`config.mk`:
```
export PLATFORM = sky130hd
export DESIGN_NAME = pss_sequencer
export DESIGN_NICKNAME = d
export VERILOG_FILES = /design/src/pss_pkg.sv /design/src/pss_sequencer.sv
export SDC_FILE = /design/constraint.sdc
export NUM_CORES = 1
export LEC_CHECK = 0
export ABC_AREA = 1
export BUFFER_PORTS_ARGS = -buffer_cell sky130_fd_sc_hd__buf_2
export CAP_MARGIN = 20
export CORE_MARGIN = 2
export CORE_UTILIZATION = 25
export DETAILED_ROUTE_END_ITERATION = 12
export PLACE_DENSITY_LB_ADDON = 0.12
export REMOVE_ABC_BUFFERS = 1
export SYNTH_ARGS = -nofsm -noshare
export SYNTH_HDL_FRONTEND = slang
export SYNTH_SLANG_ARGS = --single-unit
export TNS_END_PERCENT = 100
```
`constraint.sdc`:
```
create_clock -name sys_clk -period 1.2 [get_ports sys_clk]
set_input_delay 0.36 -clock sys_clk [delete_from_list [all_inputs] [get_ports sys_clk]]
set_output_delay 0.36 -clock sys_clk [all_outputs]
set_load 0.02 [all_outputs]
```
`src/pss_pkg.sv`:
```
// Constants shared by the program sequencer, stack and indirect addressing block.
// Assumes a single 125 MHz clock and word-indexed Avalon-MM register access.
`default_nettype none
package pss_pkg;
  // ----------------------------------------------------------------
  // Register indices (byte address is four times the index)
  // ----------------------------------------------------------------
  localparam logic [4:0] IDX_WINDOW  = 5'h00;
  localparam logic [4:0] IDX_STACK   = 5'h01;
  localparam logic [4:0] IDX_PCL     = 5'h02;
  localparam logic [4:0] IDX_STATUS  = 5'h03;
  localparam logic [4:0] IDX_POINTER = 5'h04;
  localparam logic [4:0] IDX_TRIM    = 5'h05;
  localparam logic [4:0] IDX_PCHI    = 5'h06;
  localparam logic [4:0] IDX_RAM_LO  = 5'h07;
  // ----------------------------------------------------------------
  // Field positions and reset values
  // ----------------------------------------------------------------
  localparam int         PAGE_BIT     = 5;
  localparam int         BANK_BIT     = 5;
  localparam logic [7:0] TRIM4_RESET  = 8'h70;
  localparam logic [7:0] TRIM6_RESET  = 8'h80;
  localparam logic [7:0] TRIM4_MASK   = 8'hf0;
  localparam logic [7:0] TRIM6_MASK   = 8'hfc;
  localparam logic [7:0] PTR_SMALL_HI = 8'he0;
  localparam logic [7:0] PTR_LARGE_HI = 8'hc0;
  localparam logic [7:0] PAGE_RESET   = 8'h00;
  localparam int         STACK_W      = 12;
  // Bus answer latency: one wait cycle before every acknowledge.
  localparam int         WAIT_CYCLES  = 1;
  // ----------------------------------------------------------------
  // Sequencing operations presented by the instruction decoder
  // ----------------------------------------------------------------
  typedef enum logic [1:0] {
    PSS_OP_STEP,
    PSS_OP_JUMP,
    PSS_OP_CALL,
    PSS_OP_RETURN
  } pss_op_t;
endpackage
`default_nettype wire

```
`src/pss_sequencer.sv`:
```
// Program counter, two-level return stack, indirect pointer/window and oscillator trim.
// Assumes the instruction decoder runs on sys_clk and issues one op per seq_step pulse,
// and that data-file accesses of the core arrive over the Avalon-MM slave port.
`default_nettype none
module pss_sequencer #(
  parameter int         PC_W      = 10,
  parameter bit         LARGE_MEM = 1'b1,
  parameter bit         TRIM_SIX  = 1'b1
) (
  input  wire logic                sys_clk,
  input  wire logic                nrst,
  input  wire logic                seq_step,
  input  wire pss_pkg::pss_op_t    seq_op,
  input  wire logic [8:0]          seq_imm,
  input  wire logic [6:0]          avs_address,
  input  wire logic                avs_read,
  input  wire logic                avs_write,
  input  wire logic [31:0]         avs_writedata,
  input  wire logic [3:0]          avs_byteenable,
  output logic [31:0]              avs_readdata,
  output logic                     avs_waitrequest,
  output logic [PC_W-1:0]          instr_pointer,
  output logic                     w_load,
  output logic [7:0]               w_data,
  output logic [7:0]               osc_trim
);
  // ----------------------------------------------------------------
  // Reset release
  // ----------------------------------------------------------------
  logic rst_meta;
  logic rst_n;

  always_ff @(posedge sys_clk or negedge nrst) begin
    if (!nrst) begin
      rst_meta <= 1'b0;
      rst_n    <= 1'b0;
    end else begin
      rst_meta <= 1'b1;
      rst_n    <= rst_meta;
    end
  end

  // ----------------------------------------------------------------
  // State
  // ----------------------------------------------------------------
  localparam logic [7:0] TRIM_MASK  = TRIM_SIX ? pss_pkg::TRIM6_MASK : pss_pkg::TRIM4_MASK;
  localparam logic [7:0] TRIM_RESET = TRIM_SIX ? pss_pkg::TRIM6_RESET : pss_pkg::TRIM4_RESET;
  localparam logic [7:0] PTR_HI     = LARGE_MEM ? pss_pkg::PTR_LARGE_HI : pss_pkg::PTR_SMALL_HI;

  logic [pss_pkg::STACK_W-1:0] stack_one;
  logic [pss_pkg::STACK_W-1:0] stack_two;
  logic [7:0]                  pointer;
  logic [7:0]                  status;
  logic [7:0]                  ram [0:63];
  logic [PC_W-1:0]             pc_inc;

  assign pc_inc = instr_pointer + {{(PC_W-1){1'b0}}, 1'b1};

  // ----------------------------------------------------------------
  // Bus decode
  // ----------------------------------------------------------------
  logic       req;
  logic       take;
  logic [4:0] dir_idx;
  logic       via_window;
  logic [4:0] eff_idx;
  logic       eff_bank;
  logic [5:0] ram_addr;
  logic       wr_en;
  logic [7:0] wr_byte;

  assign req        = avs_read | avs_write;
  // The request is taken at the edge where waitrequest is seen low.
  assign take       = req & ~avs_waitrequest;
  assign dir_idx    = avs_address[6:2];
  assign via_window = (dir_idx == pss_pkg::IDX_WINDOW);
  // The window redirects to the pointer's target location.
  assign eff_idx    = via_window ? pointer[4:0] : dir_idx;
  assign eff_bank   = via_window & LARGE_MEM & pointer[pss_pkg::BANK_BIT];
  assign ram_addr   = {eff_bank, eff_idx};
  assign wr_en      = take & avs_write & avs_byteenable[0];
  assign wr_byte    = avs_writedata[7:0];

  // ----------------------------------------------------------------
  // Bus handshake
  // ----------------------------------------------------------------
  always_ff @(posedge sys_clk or negedge rst_n) begin
    if (!rst_n) begin
      avs_waitrequest <= 1'b1;
    end else if (req && avs_waitrequest) begin
      avs_waitrequest <= 1'b0;
    end else begin
      avs_waitrequest <= 1'b1;
    end
  end

  // ----------------------------------------------------------------
  // Read data
  // ----------------------------------------------------------------
  logic [7:0] rd_byte;

  always_comb begin
    rd_byte = 8'h00;
    unique case (eff_idx)
      // Pointer zero through the window reads the window itself.
      pss_pkg::IDX_WINDOW:  rd_byte = 8'h00;
      pss_pkg::IDX_STACK:   rd_byte = stack_one[7:0];
      pss_pkg::IDX_PCL:     rd_byte = instr_pointer[7:0];
      pss_pkg::IDX_STATUS:  rd_byte = status;
      pss_pkg::IDX_POINTER: rd_byte = pointer | PTR_HI;
      pss_pkg::IDX_TRIM:    rd_byte = osc_trim & TRIM_MASK;
      pss_pkg::IDX_PCHI:    rd_byte = 8'(instr_pointer >> 8);
      default:              rd_byte = ram[ram_addr];
    endcase
  end

  always_ff @(posedge sys_clk or negedge rst_n) begin
    if (!rst_n) begin
      avs_readdata <= 32'h00000000;
    end else if (avs_read && avs_waitrequest) begin
      avs_readdata <= {24'h000000, rd_byte};
    end
  end

  // ----------------------------------------------------------------
  // Special function registers
  // ----------------------------------------------------------------
  logic wr_pcl;
  assign wr_pcl = wr_en && (eff_idx == pss_pkg::IDX_PCL);

  always_ff @(posedge sys_clk or negedge rst_n) begin
    if (!rst_n) begin
      status <= pss_pkg::PAGE_RESET;
    end else if (wr_en && eff_idx == pss_pkg::IDX_STATUS) begin
      status <= wr_byte & (8'h01 << pss_pkg::PAGE_BIT);
    end
  end

  always_ff @(posedge sys_clk or negedge rst_n) begin
    if (!rst_n) begin
      pointer <= PTR_HI;
    end else if (wr_en && eff_idx == pss_pkg::IDX_POINTER) begin
      pointer <= wr_byte | PTR_HI;
    end
  end

  // The trim value goes straight to the oscillator; larger is faster.
  always_ff @(posedge sys_clk or negedge rst_n) begin
    if (!rst_n) begin
      osc_trim <= TRIM_RESET & TRIM_MASK;
    end else if (wr_en && eff_idx == pss_pkg::IDX_TRIM) begin
      osc_trim <= wr_byte & TRIM_MASK;
    end
  end

  // General file registers have no reset. Window writes at pointer zero
  // fall on the window index, which has no storage.
  always_ff @(posedge sys_clk) begin
    if (wr_en && eff_idx >= pss_pkg::IDX_RAM_LO) begin
      ram[ram_addr] <= wr_byte;
    end
  end

  // ----------------------------------------------------------------
  // Program counter
  // ----------------------------------------------------------------
  logic page;
  assign page = status[pss_pkg::PAGE_BIT];

  always_ff @(posedge sys_clk or negedge rst_n) begin
    if (!rst_n) begin
      instr_pointer <= '1;
    end else if (wr_pcl) begin
      // A low-latch write is itself an instruction result and wins.
      instr_pointer <= PC_W'({page, 1'b0, wr_byte});
    end else if (seq_step) begin
      unique case (seq_op)
        pss_pkg::PSS_OP_JUMP:   instr_pointer <= PC_W'({page, seq_imm});
        pss_pkg::PSS_OP_CALL:   instr_pointer <= PC_W'({page, 1'b0, seq_imm[7:0]});
        pss_pkg::PSS_OP_RETURN: instr_pointer <= stack_one[PC_W-1:0];
        pss_pkg::PSS_OP_STEP:   instr_pointer <= pc_inc;
      endcase
    end
  end

  // ----------------------------------------------------------------
  // Return stack
  // ----------------------------------------------------------------
  // No reset: the stack survives every reset, and no overflow or
  // underflow flag exists, so excess calls silently drop level two.
  always_ff @(posedge sys_clk) begin
    if (seq_step && !wr_pcl) begin
      if (seq_op == pss_pkg::PSS_OP_CALL) begin
        stack_two <= stack_one;
        stack_one <= pss_pkg::STACK_W'(pc_inc);
      end else if (seq_op == pss_pkg::PSS_OP_RETURN) begin
        stack_one <= stack_two;
      end
    end
  end

  // ----------------------------------------------------------------
  // Working register load on return
  // ----------------------------------------------------------------
  always_ff @(posedge sys_clk or negedge rst_n) begin
    if (!rst_n) begin
      w_load <= 1'b0;
      w_data <= 8'h00;
    end else begin
      w_load <= seq_step && !wr_pcl && seq_op == pss_pkg::PSS_OP_RETURN;
      if (seq_step && !wr_pcl && seq_op == pss_pkg::PSS_OP_RETURN) begin
        w_data <= seq_imm[7:0];
      end
    end
  end

endmodule
`default_nettype wire

```
# Word level (Yosys, flattened, before mapping)
# Memories as Yosys holds them, arrays and structs flattened.
# Index checks and enable logic that the tools add are counted.
# W data, S select, Z words.
[totals]
mem_bits_rw = 512
input_bits = 59
ff_bits = 67
out_inout_bits = 60
memories = 1
[op_classes]
magnitude_cmp = 1
addsub = 1
n_reduce_logical = 17
bitwise = 6
n_eq_ne = 9
n_mux = 10
[memory_table]
columns = ["name", "depth", "width", "rd", "rd_ports_with_merged_regs", "write_ports", "line_no", "source"]
rows = [
  ["ram", 64, 8, 1, 0, 1, "pss_sequencer.sv:54", "logic [7:0] ram [0:63];"],
]
[ops]
columns = ["op", "count"]
rows = [
  ["$pmux W8 S7", 1],
  ["$pmux W10 S4", 1],
  ["$mux W10", 3],
  ["$eq A5 B3 Y1 const B", 3],
  ["$mux W12", 1],
  ["$add A10 B1 Y10 const B", 1],
  ["$eq A5 B2 Y1 const B", 2],
  ["$logic_not A5 Y1", 2],
  ["$logic_and A1 B1 Y1", 9],
  ["$eq A5 B1 Y1 const B", 1],
  ["$ge A5 B3 Y1 const B", 1],
  ["$mux W5", 1],
  ["$and A1 B1 Y1", 4],
  ["$eq A2 B2 Y1 const B", 2],
  ["$reduce_and A2 Y1", 2],
  ["$reduce_bool A2 Y1", 2],
  ["$mux W1", 3],
  ["$eq A2 B1 Y1 const B", 1],
  ["$logic_not A2 Y1", 1],
  ["$logic_not A1 Y1", 1],
  ["$not A1 Y1", 1],
  ["$or A1 B1 Y1", 1],
]

# Longest topological paths before layout
[logic_depth]
depth_word = 8
depth_mapped = 17
ltp_nobuf = 16

# Worst setup path before layout
# Ideal clock, no wire load.
[synth_path]
path_kind = "input to register"
from = "input port avs_address[5]"
to = "memory ram[44][0], enable pin"
path_stages = 12
t_required_ps = 830
t_arrival_ps = 2128
setup_ps = 370
path_slack_ps = -1298
n_path_buf = 1
path_cell_list = "nor2_2 > nand3_4 > nor2_1 > nor2_4 > nor2_4 > nand2_2 > nand2_2 > inv_2 > buf_2 > nor2_4 > nand3_2 > nor2_1"
[synth_via]
elab_chain_len = 6
elab_cells_between_ends = 7
cone_classes = "order compare (1); mux (3); bitwise (1); reduce/logical (2)"
[synth_rtl]
columns = ["item", "line_no", "source"]
rows = [
  ["start: declaration", "pss_sequencer.sv:15", "input wire logic [6:0] avs_address,"],
  ["$logic_not A5 Y1", "pss_sequencer.sv:76", "assign via_window = (dir_idx == pss_pkg::IDX_WINDOW);"],
  ["$mux W5", "pss_sequencer.sv:78", "assign eff_idx = via_window ? pointer[4:0] : dir_idx;"],
  ["$ge A5 B3 Y1", "pss_sequencer.sv:159", "if (wr_en && eff_idx >= pss_pkg::IDX_RAM_LO) begin"],
  ["$logic_and A1 B1 Y1", "pss_sequencer.sv:159", ""],
  ["$mux W1", "pss_sequencer.sv:159", ""],
  ["$mux W1 (implied by the code)", "pss_sequencer.sv:160", "ram[ram_addr] <= wr_byte;"],
  ["end: declaration", "pss_sequencer.sv:54", ""],
]
# Parallel ways exist; a longest one is shown, timed or not.

# Final worst setup path
[layout_path]
from = "register pointer[0]"
to = "register avs_readdata[4]"
[layout_via]
elab_chain_len = 3
elab_cells_between_ends = 10
cone_classes = "eq/ne (6); mux (2); reduce/logical (1); memory (1)"
[layout_rtl]
columns = ["item", "line_no", "source"]
rows = [
  ["start: declaration", "pss_sequencer.sv:52", "logic [7:0] pointer;"],
  ["start signal: assignment", "pss_sequencer.sv:143", "pointer <= wr_byte | PTR_HI;"],
  ["$mux W5 (*)", "pss_sequencer.sv:78", ""],
  ["$mem_v2 Z64 W8 (tied with other cells)", "n/a", ""],
  ["$pmux W8 S7 (*)", "pss_sequencer.sv:104", "unique case (eff_idx)"],
  ["end signal: assignment", "pss_sequencer.sv:121", "avs_readdata <= {24'h000000, rd_byte};"],
  ["end: declaration", "pss_sequencer.sv:20", "output logic [31:0] avs_readdata,"],
]
# Every way passes the cells marked *; elsewhere a longest branch is shown, timed or not.
# A chain may end at the register's enable or synchronous reset.

==> metrics.md <==
| Metric | Value |
|---|---|
| Outcome | finished with violations |
| Failing checks | setup timing |
| Die W | a little over 300 um |
| Synthesized instance count | between 2,000 and 2,500 |
| Net Sw Frac | 0.247 |
| Synthesized area | ~23,000 sq um |
| TNS Setup | -430,300 ps |
| Total grt overflow | 0 |
| Crit path max fanout | 6 |
| Starting Density | 0.251 |
| Tmin final | between 2000 and 2500 ps |
| Hold crit path type | in2async |
| Power Dens Cells | roughly 1400 nW/um^2 |
| FF-to-FF Start | pointer[0] |
| Commonest cells after routing, fill and taps aside | nand2_1 (1,027), edfxtp_1 (502), buf_4 (199), conb_1 (109), nand3_1 (102) |
| CP Capture Point | avs_readdata[4] |
| Syn. warnings | 0 |
| R2R setup slack | -1050 ps |
| Synth cell types | 38 |
| Num CTS Buffers | 68 |
| Register area share after synthesis | 0.692 |
| CTS tree | built |
| Sink count of the clock tree | approximately 550 |
| Number of remaining DRC errors | 0 |
| Worst Skew | between 15 and 20 ps |
| IR drop worst, VDD | 981 uV |
| Met2 Track Usage GR | 0.275 |
| Most common cell after layout, fill and taps aside | nand2_1 |
| Combinational group share of total power | 0.115 |
| CTS H-tree depth | 3 |
| Final Max Slew Viols | 0 |
| CP endpoint kind | flop |
| R2r endpoint | avs_readdata[4] |
| Final Hold Viols | 0 |
| Clk root buf | clkbuf_16 |
| Die area | 95,900 sq um |
| XOR/XNOR share of the synthesized area | 0.00262 |
| Filler cell count | roughly 9,400 |
| Sequential power share | 0.463 |
| Final nets | about 2,800 |
| Synth Area in Adders | 0.000535 |
| Final Setup Violations | roughly 500 |
| Final ANT Viol Nets | 0 |
| Initial drt markers | about 1,100 |
| Pint | about 35 mW |
| Mux share of post-synthesis cell area | 0.000964 |
| Worst-path clk slew | approximately 60 ps |
| WHS | roughly 65 ps |
| Simple-Gate Fraction of Synth Area | 0.251 |
| Fmax | 444 MHz |
| Grt met3 use | 0.0268 |
| DRT Wirelength | a little over 80,000 um |
| Fraction of the cycle the final worst path needs | 1.88 |
| Hpwl dp | around 54,000 um |
| I/O pin count | between 100 and 150 |
| Height of the die | between 300 and 400 um |
| Row Count | 112 |
| GPL Wtd Cong | 0.846 |
| Compound-Gate Fraction of Synth Area | 0.0155 |
| Crit path cell chain | buf_6, nand4_4, nand2_8, buf_12, nor2_4, buf_6, buf_8, buf_6, nand2_2, nand4_1, nand3_4, nand2_2, nor2_2, nand2_2, nand2_1, nand2_1 |
| Startpoint Class | flop |
| DR pass1 iterations | 5 |
| Slack of the critical path | -1050 ps |
| WS Path Type | reg2reg |
| Leak Pwr | 13.4 nW |
| Worst-case reg-to-reg path depth | 16 |
| Clock Power Share | 0.422 |
| CP delay by family, top | simple AND/OR/NAND/NOR gates |
| Core Area | about 93,000 sq um |
| Crit path from | pointer[0] |
| Critical path depth | 16 |
| Fraction of layout cells with a size suffix above 1 | 0.292 |
| Max Cap Viol | 0 |
| Initial antenna violation count | 0 |
| CP required | approximately 1700 ps |
| Area Overhead vs Synth | 41.4% |
| Vias per cell | 4.33 |
| Critical path data arrival time | ~2700 ps |
| GRT busiest layer | met2 |
| Unrepaired setup endpoints after global routing | yes |
| Clk Latency, worst-skew pair | 610 ps |
| Critical path's slowest cell | dfrtp_1 |
| Yosys reg bits | between 500 and 600 |
| Switching power | around 12 mW |
| Met1 GRT Util | 0.235 |
| Routed wire per std cell | 20.4 um |
| First-pass GRT wire length | around 120,000 um |
| Largest family of logic cells by synthesized area | simple AND/OR/NAND/NOR gates |
| Via count | roughly 18,000 |
| Vias in the first global route | 17,300 |
| GRT Overall Usage | 0.170 |
| Avg Inst Size Synth | roughly 11 sq um |
| Critical path's largest stage delay | about 400 ps |
| Largest net degree at the start of global routing | 46 |
| IO buf count | 63 |
| Buf/Inv on CP | 5 |
| Clock buffer depth | 3 |
[metal layers]
metal  share of wire  up-vias
met2            0.47      362
met3           0.040      111
met1            0.46     8707
met5               0        -
li1                -     8363
met4           0.027        0
[power by group through the flow]
stage               Combinational, mW  Clock (mW)  Sequential (mW)
floorplan                        1.70           0             22.1
global placement                 4.40           0             21.9
detailed placement               4.39           0             21.9
CTS                              4.99        20.2             21.5
global route                     5.82        20.9             21.6
finish                           5.37        19.6             21.6
[worst min path at each step]
| stage | to | slack [ps] | depth (start not counted) |
|---|---|---|---|
| 2_1_floorplan | rst_meta | 60 | 0 |
| 3_3_place_gp | rst_meta | 150 | 1 |
| 3_5_place_dp | rst_meta | 150 | 1 |
| 4_1_cts | rst_meta | 30 | 2 |
| 5_1_grt | rst_meta | 60 | 2 |
| 6_report | rst_meta | 70 | 2 |
[cell type report]
cell class / instances / area (sq um) / share of cell area
clock buffer: 98 / 1910 / 0.0578
inverter: 62 / 268 / 0.00810
timing repair buffer: 459 / 4980 / 0.151
sequential: 545 / 16200 / 0.489
tap: 1254 / 1570 / 0.0475
clock inverter: 20 / 195 / 0.00591
antenna: 2 / 5.00 / 0.000151
multi-input combinational: 1611 / 7960 / 0.241
[through the flow]
stage / cells / worst slack, ps / utilization / power, mW / instance area (sq um)
finish: 4051 / -1050 / 0.355 / 46.6 / 33000
global route: 4049 / -1130 / 0.355 / 48.3 / 33000
CTS: 4002 / -1050 / 0.340 / 46.8 / 31600
detailed placement: 3820 / -1710 / 0.298 / 26.3 / 27700
global placement: 3820 / -1720 / 0.298 / 26.3 / 27700
floorplan: 2216 / -3660 / - / 23.8 / 23100
[state kept, by name, summed over array words and instances (netlist names), 6 cells and up]
register / count
stack_one: 10
avs_readdata: 8
w_data: 8
stack_two: 10
ram: 482
instr_pointer: 10
osc_trim: 6
pointer: 6
[cells by family after synthesis]
group,after synthesis
compound gates,59
xor+xnor,7
fa+ha+maj,1
buf+inv,178
flops,545
mux,2
other cells,2
simple gates,1431
[repair_timing]
item / 4_1_cts / 5_1_grt
resized for setup: 260 / 256
cloned: 10 / 5
hold endpoints to repair: 3 / 0
setup endpoints to repair: 503 / 503
hold buffers: 3 / 0
setup buffers: 59 / 42
pin swaps: 72 / 84
[Yosys cell counts]
library cell | n | share of area
nor3_1 | 3 | 0.00064
nor2_2 | 8 | 0.0021
conb_1 | 2 | 0.00032
nand2_4 | 2 | 0.00096
nand4_1 | 37 | 0.0099
nor3_2 | 2 | 0.00086
o21ai_1 | 14 | 0.0030
ha_1 | 1 | 0.00054
edfxtp_1 | 502 | 0.65
mux2_1 | 2 | 0.00096
nand3_4 | 1 | 0.00075
nand3_2 | 3 | 0.0013
nor2_8 | 1 | 0.00086
o22ai_1 | 1 | 0.00027
nand3_1 | 149 | 0.032
clkinv_1 | 1 | 0.00016
dfrtp_1 | 31 | 0.033
o21bai_4 | 2 | 0.0016
nand4_2 | 1 | 0.00054
xor2_1 | 7 | 0.0026
dfstp_2 | 12 | 0.013
nand2_1 | 1098 | 0.18
buf_6 | 1 | 0.00048
o21ai_0 | 20 | 0.0043
a21oi_1 | 9 | 0.0019
o221ai_1 | 4 | 0.0015
buf_1 | 9 | 0.0014
nor2_4 | 13 | 0.0063
a22oi_1 | 1 | 0.00032
o211ai_1 | 7 | 0.0022
nand2_2 | 7 | 0.0019
buf_2 | 44 | 0.0094
nor2_1 | 106 | 0.017
buf_4 | 36 | 0.012
inv_1 | 53 | 0.0085
clkbuf_1 | 26 | 0.0042
inv_2 | 8 | 0.0013
a21o_1 | 1 | 0.00032
Note: power is estimated with default switching activity, not from simulation.
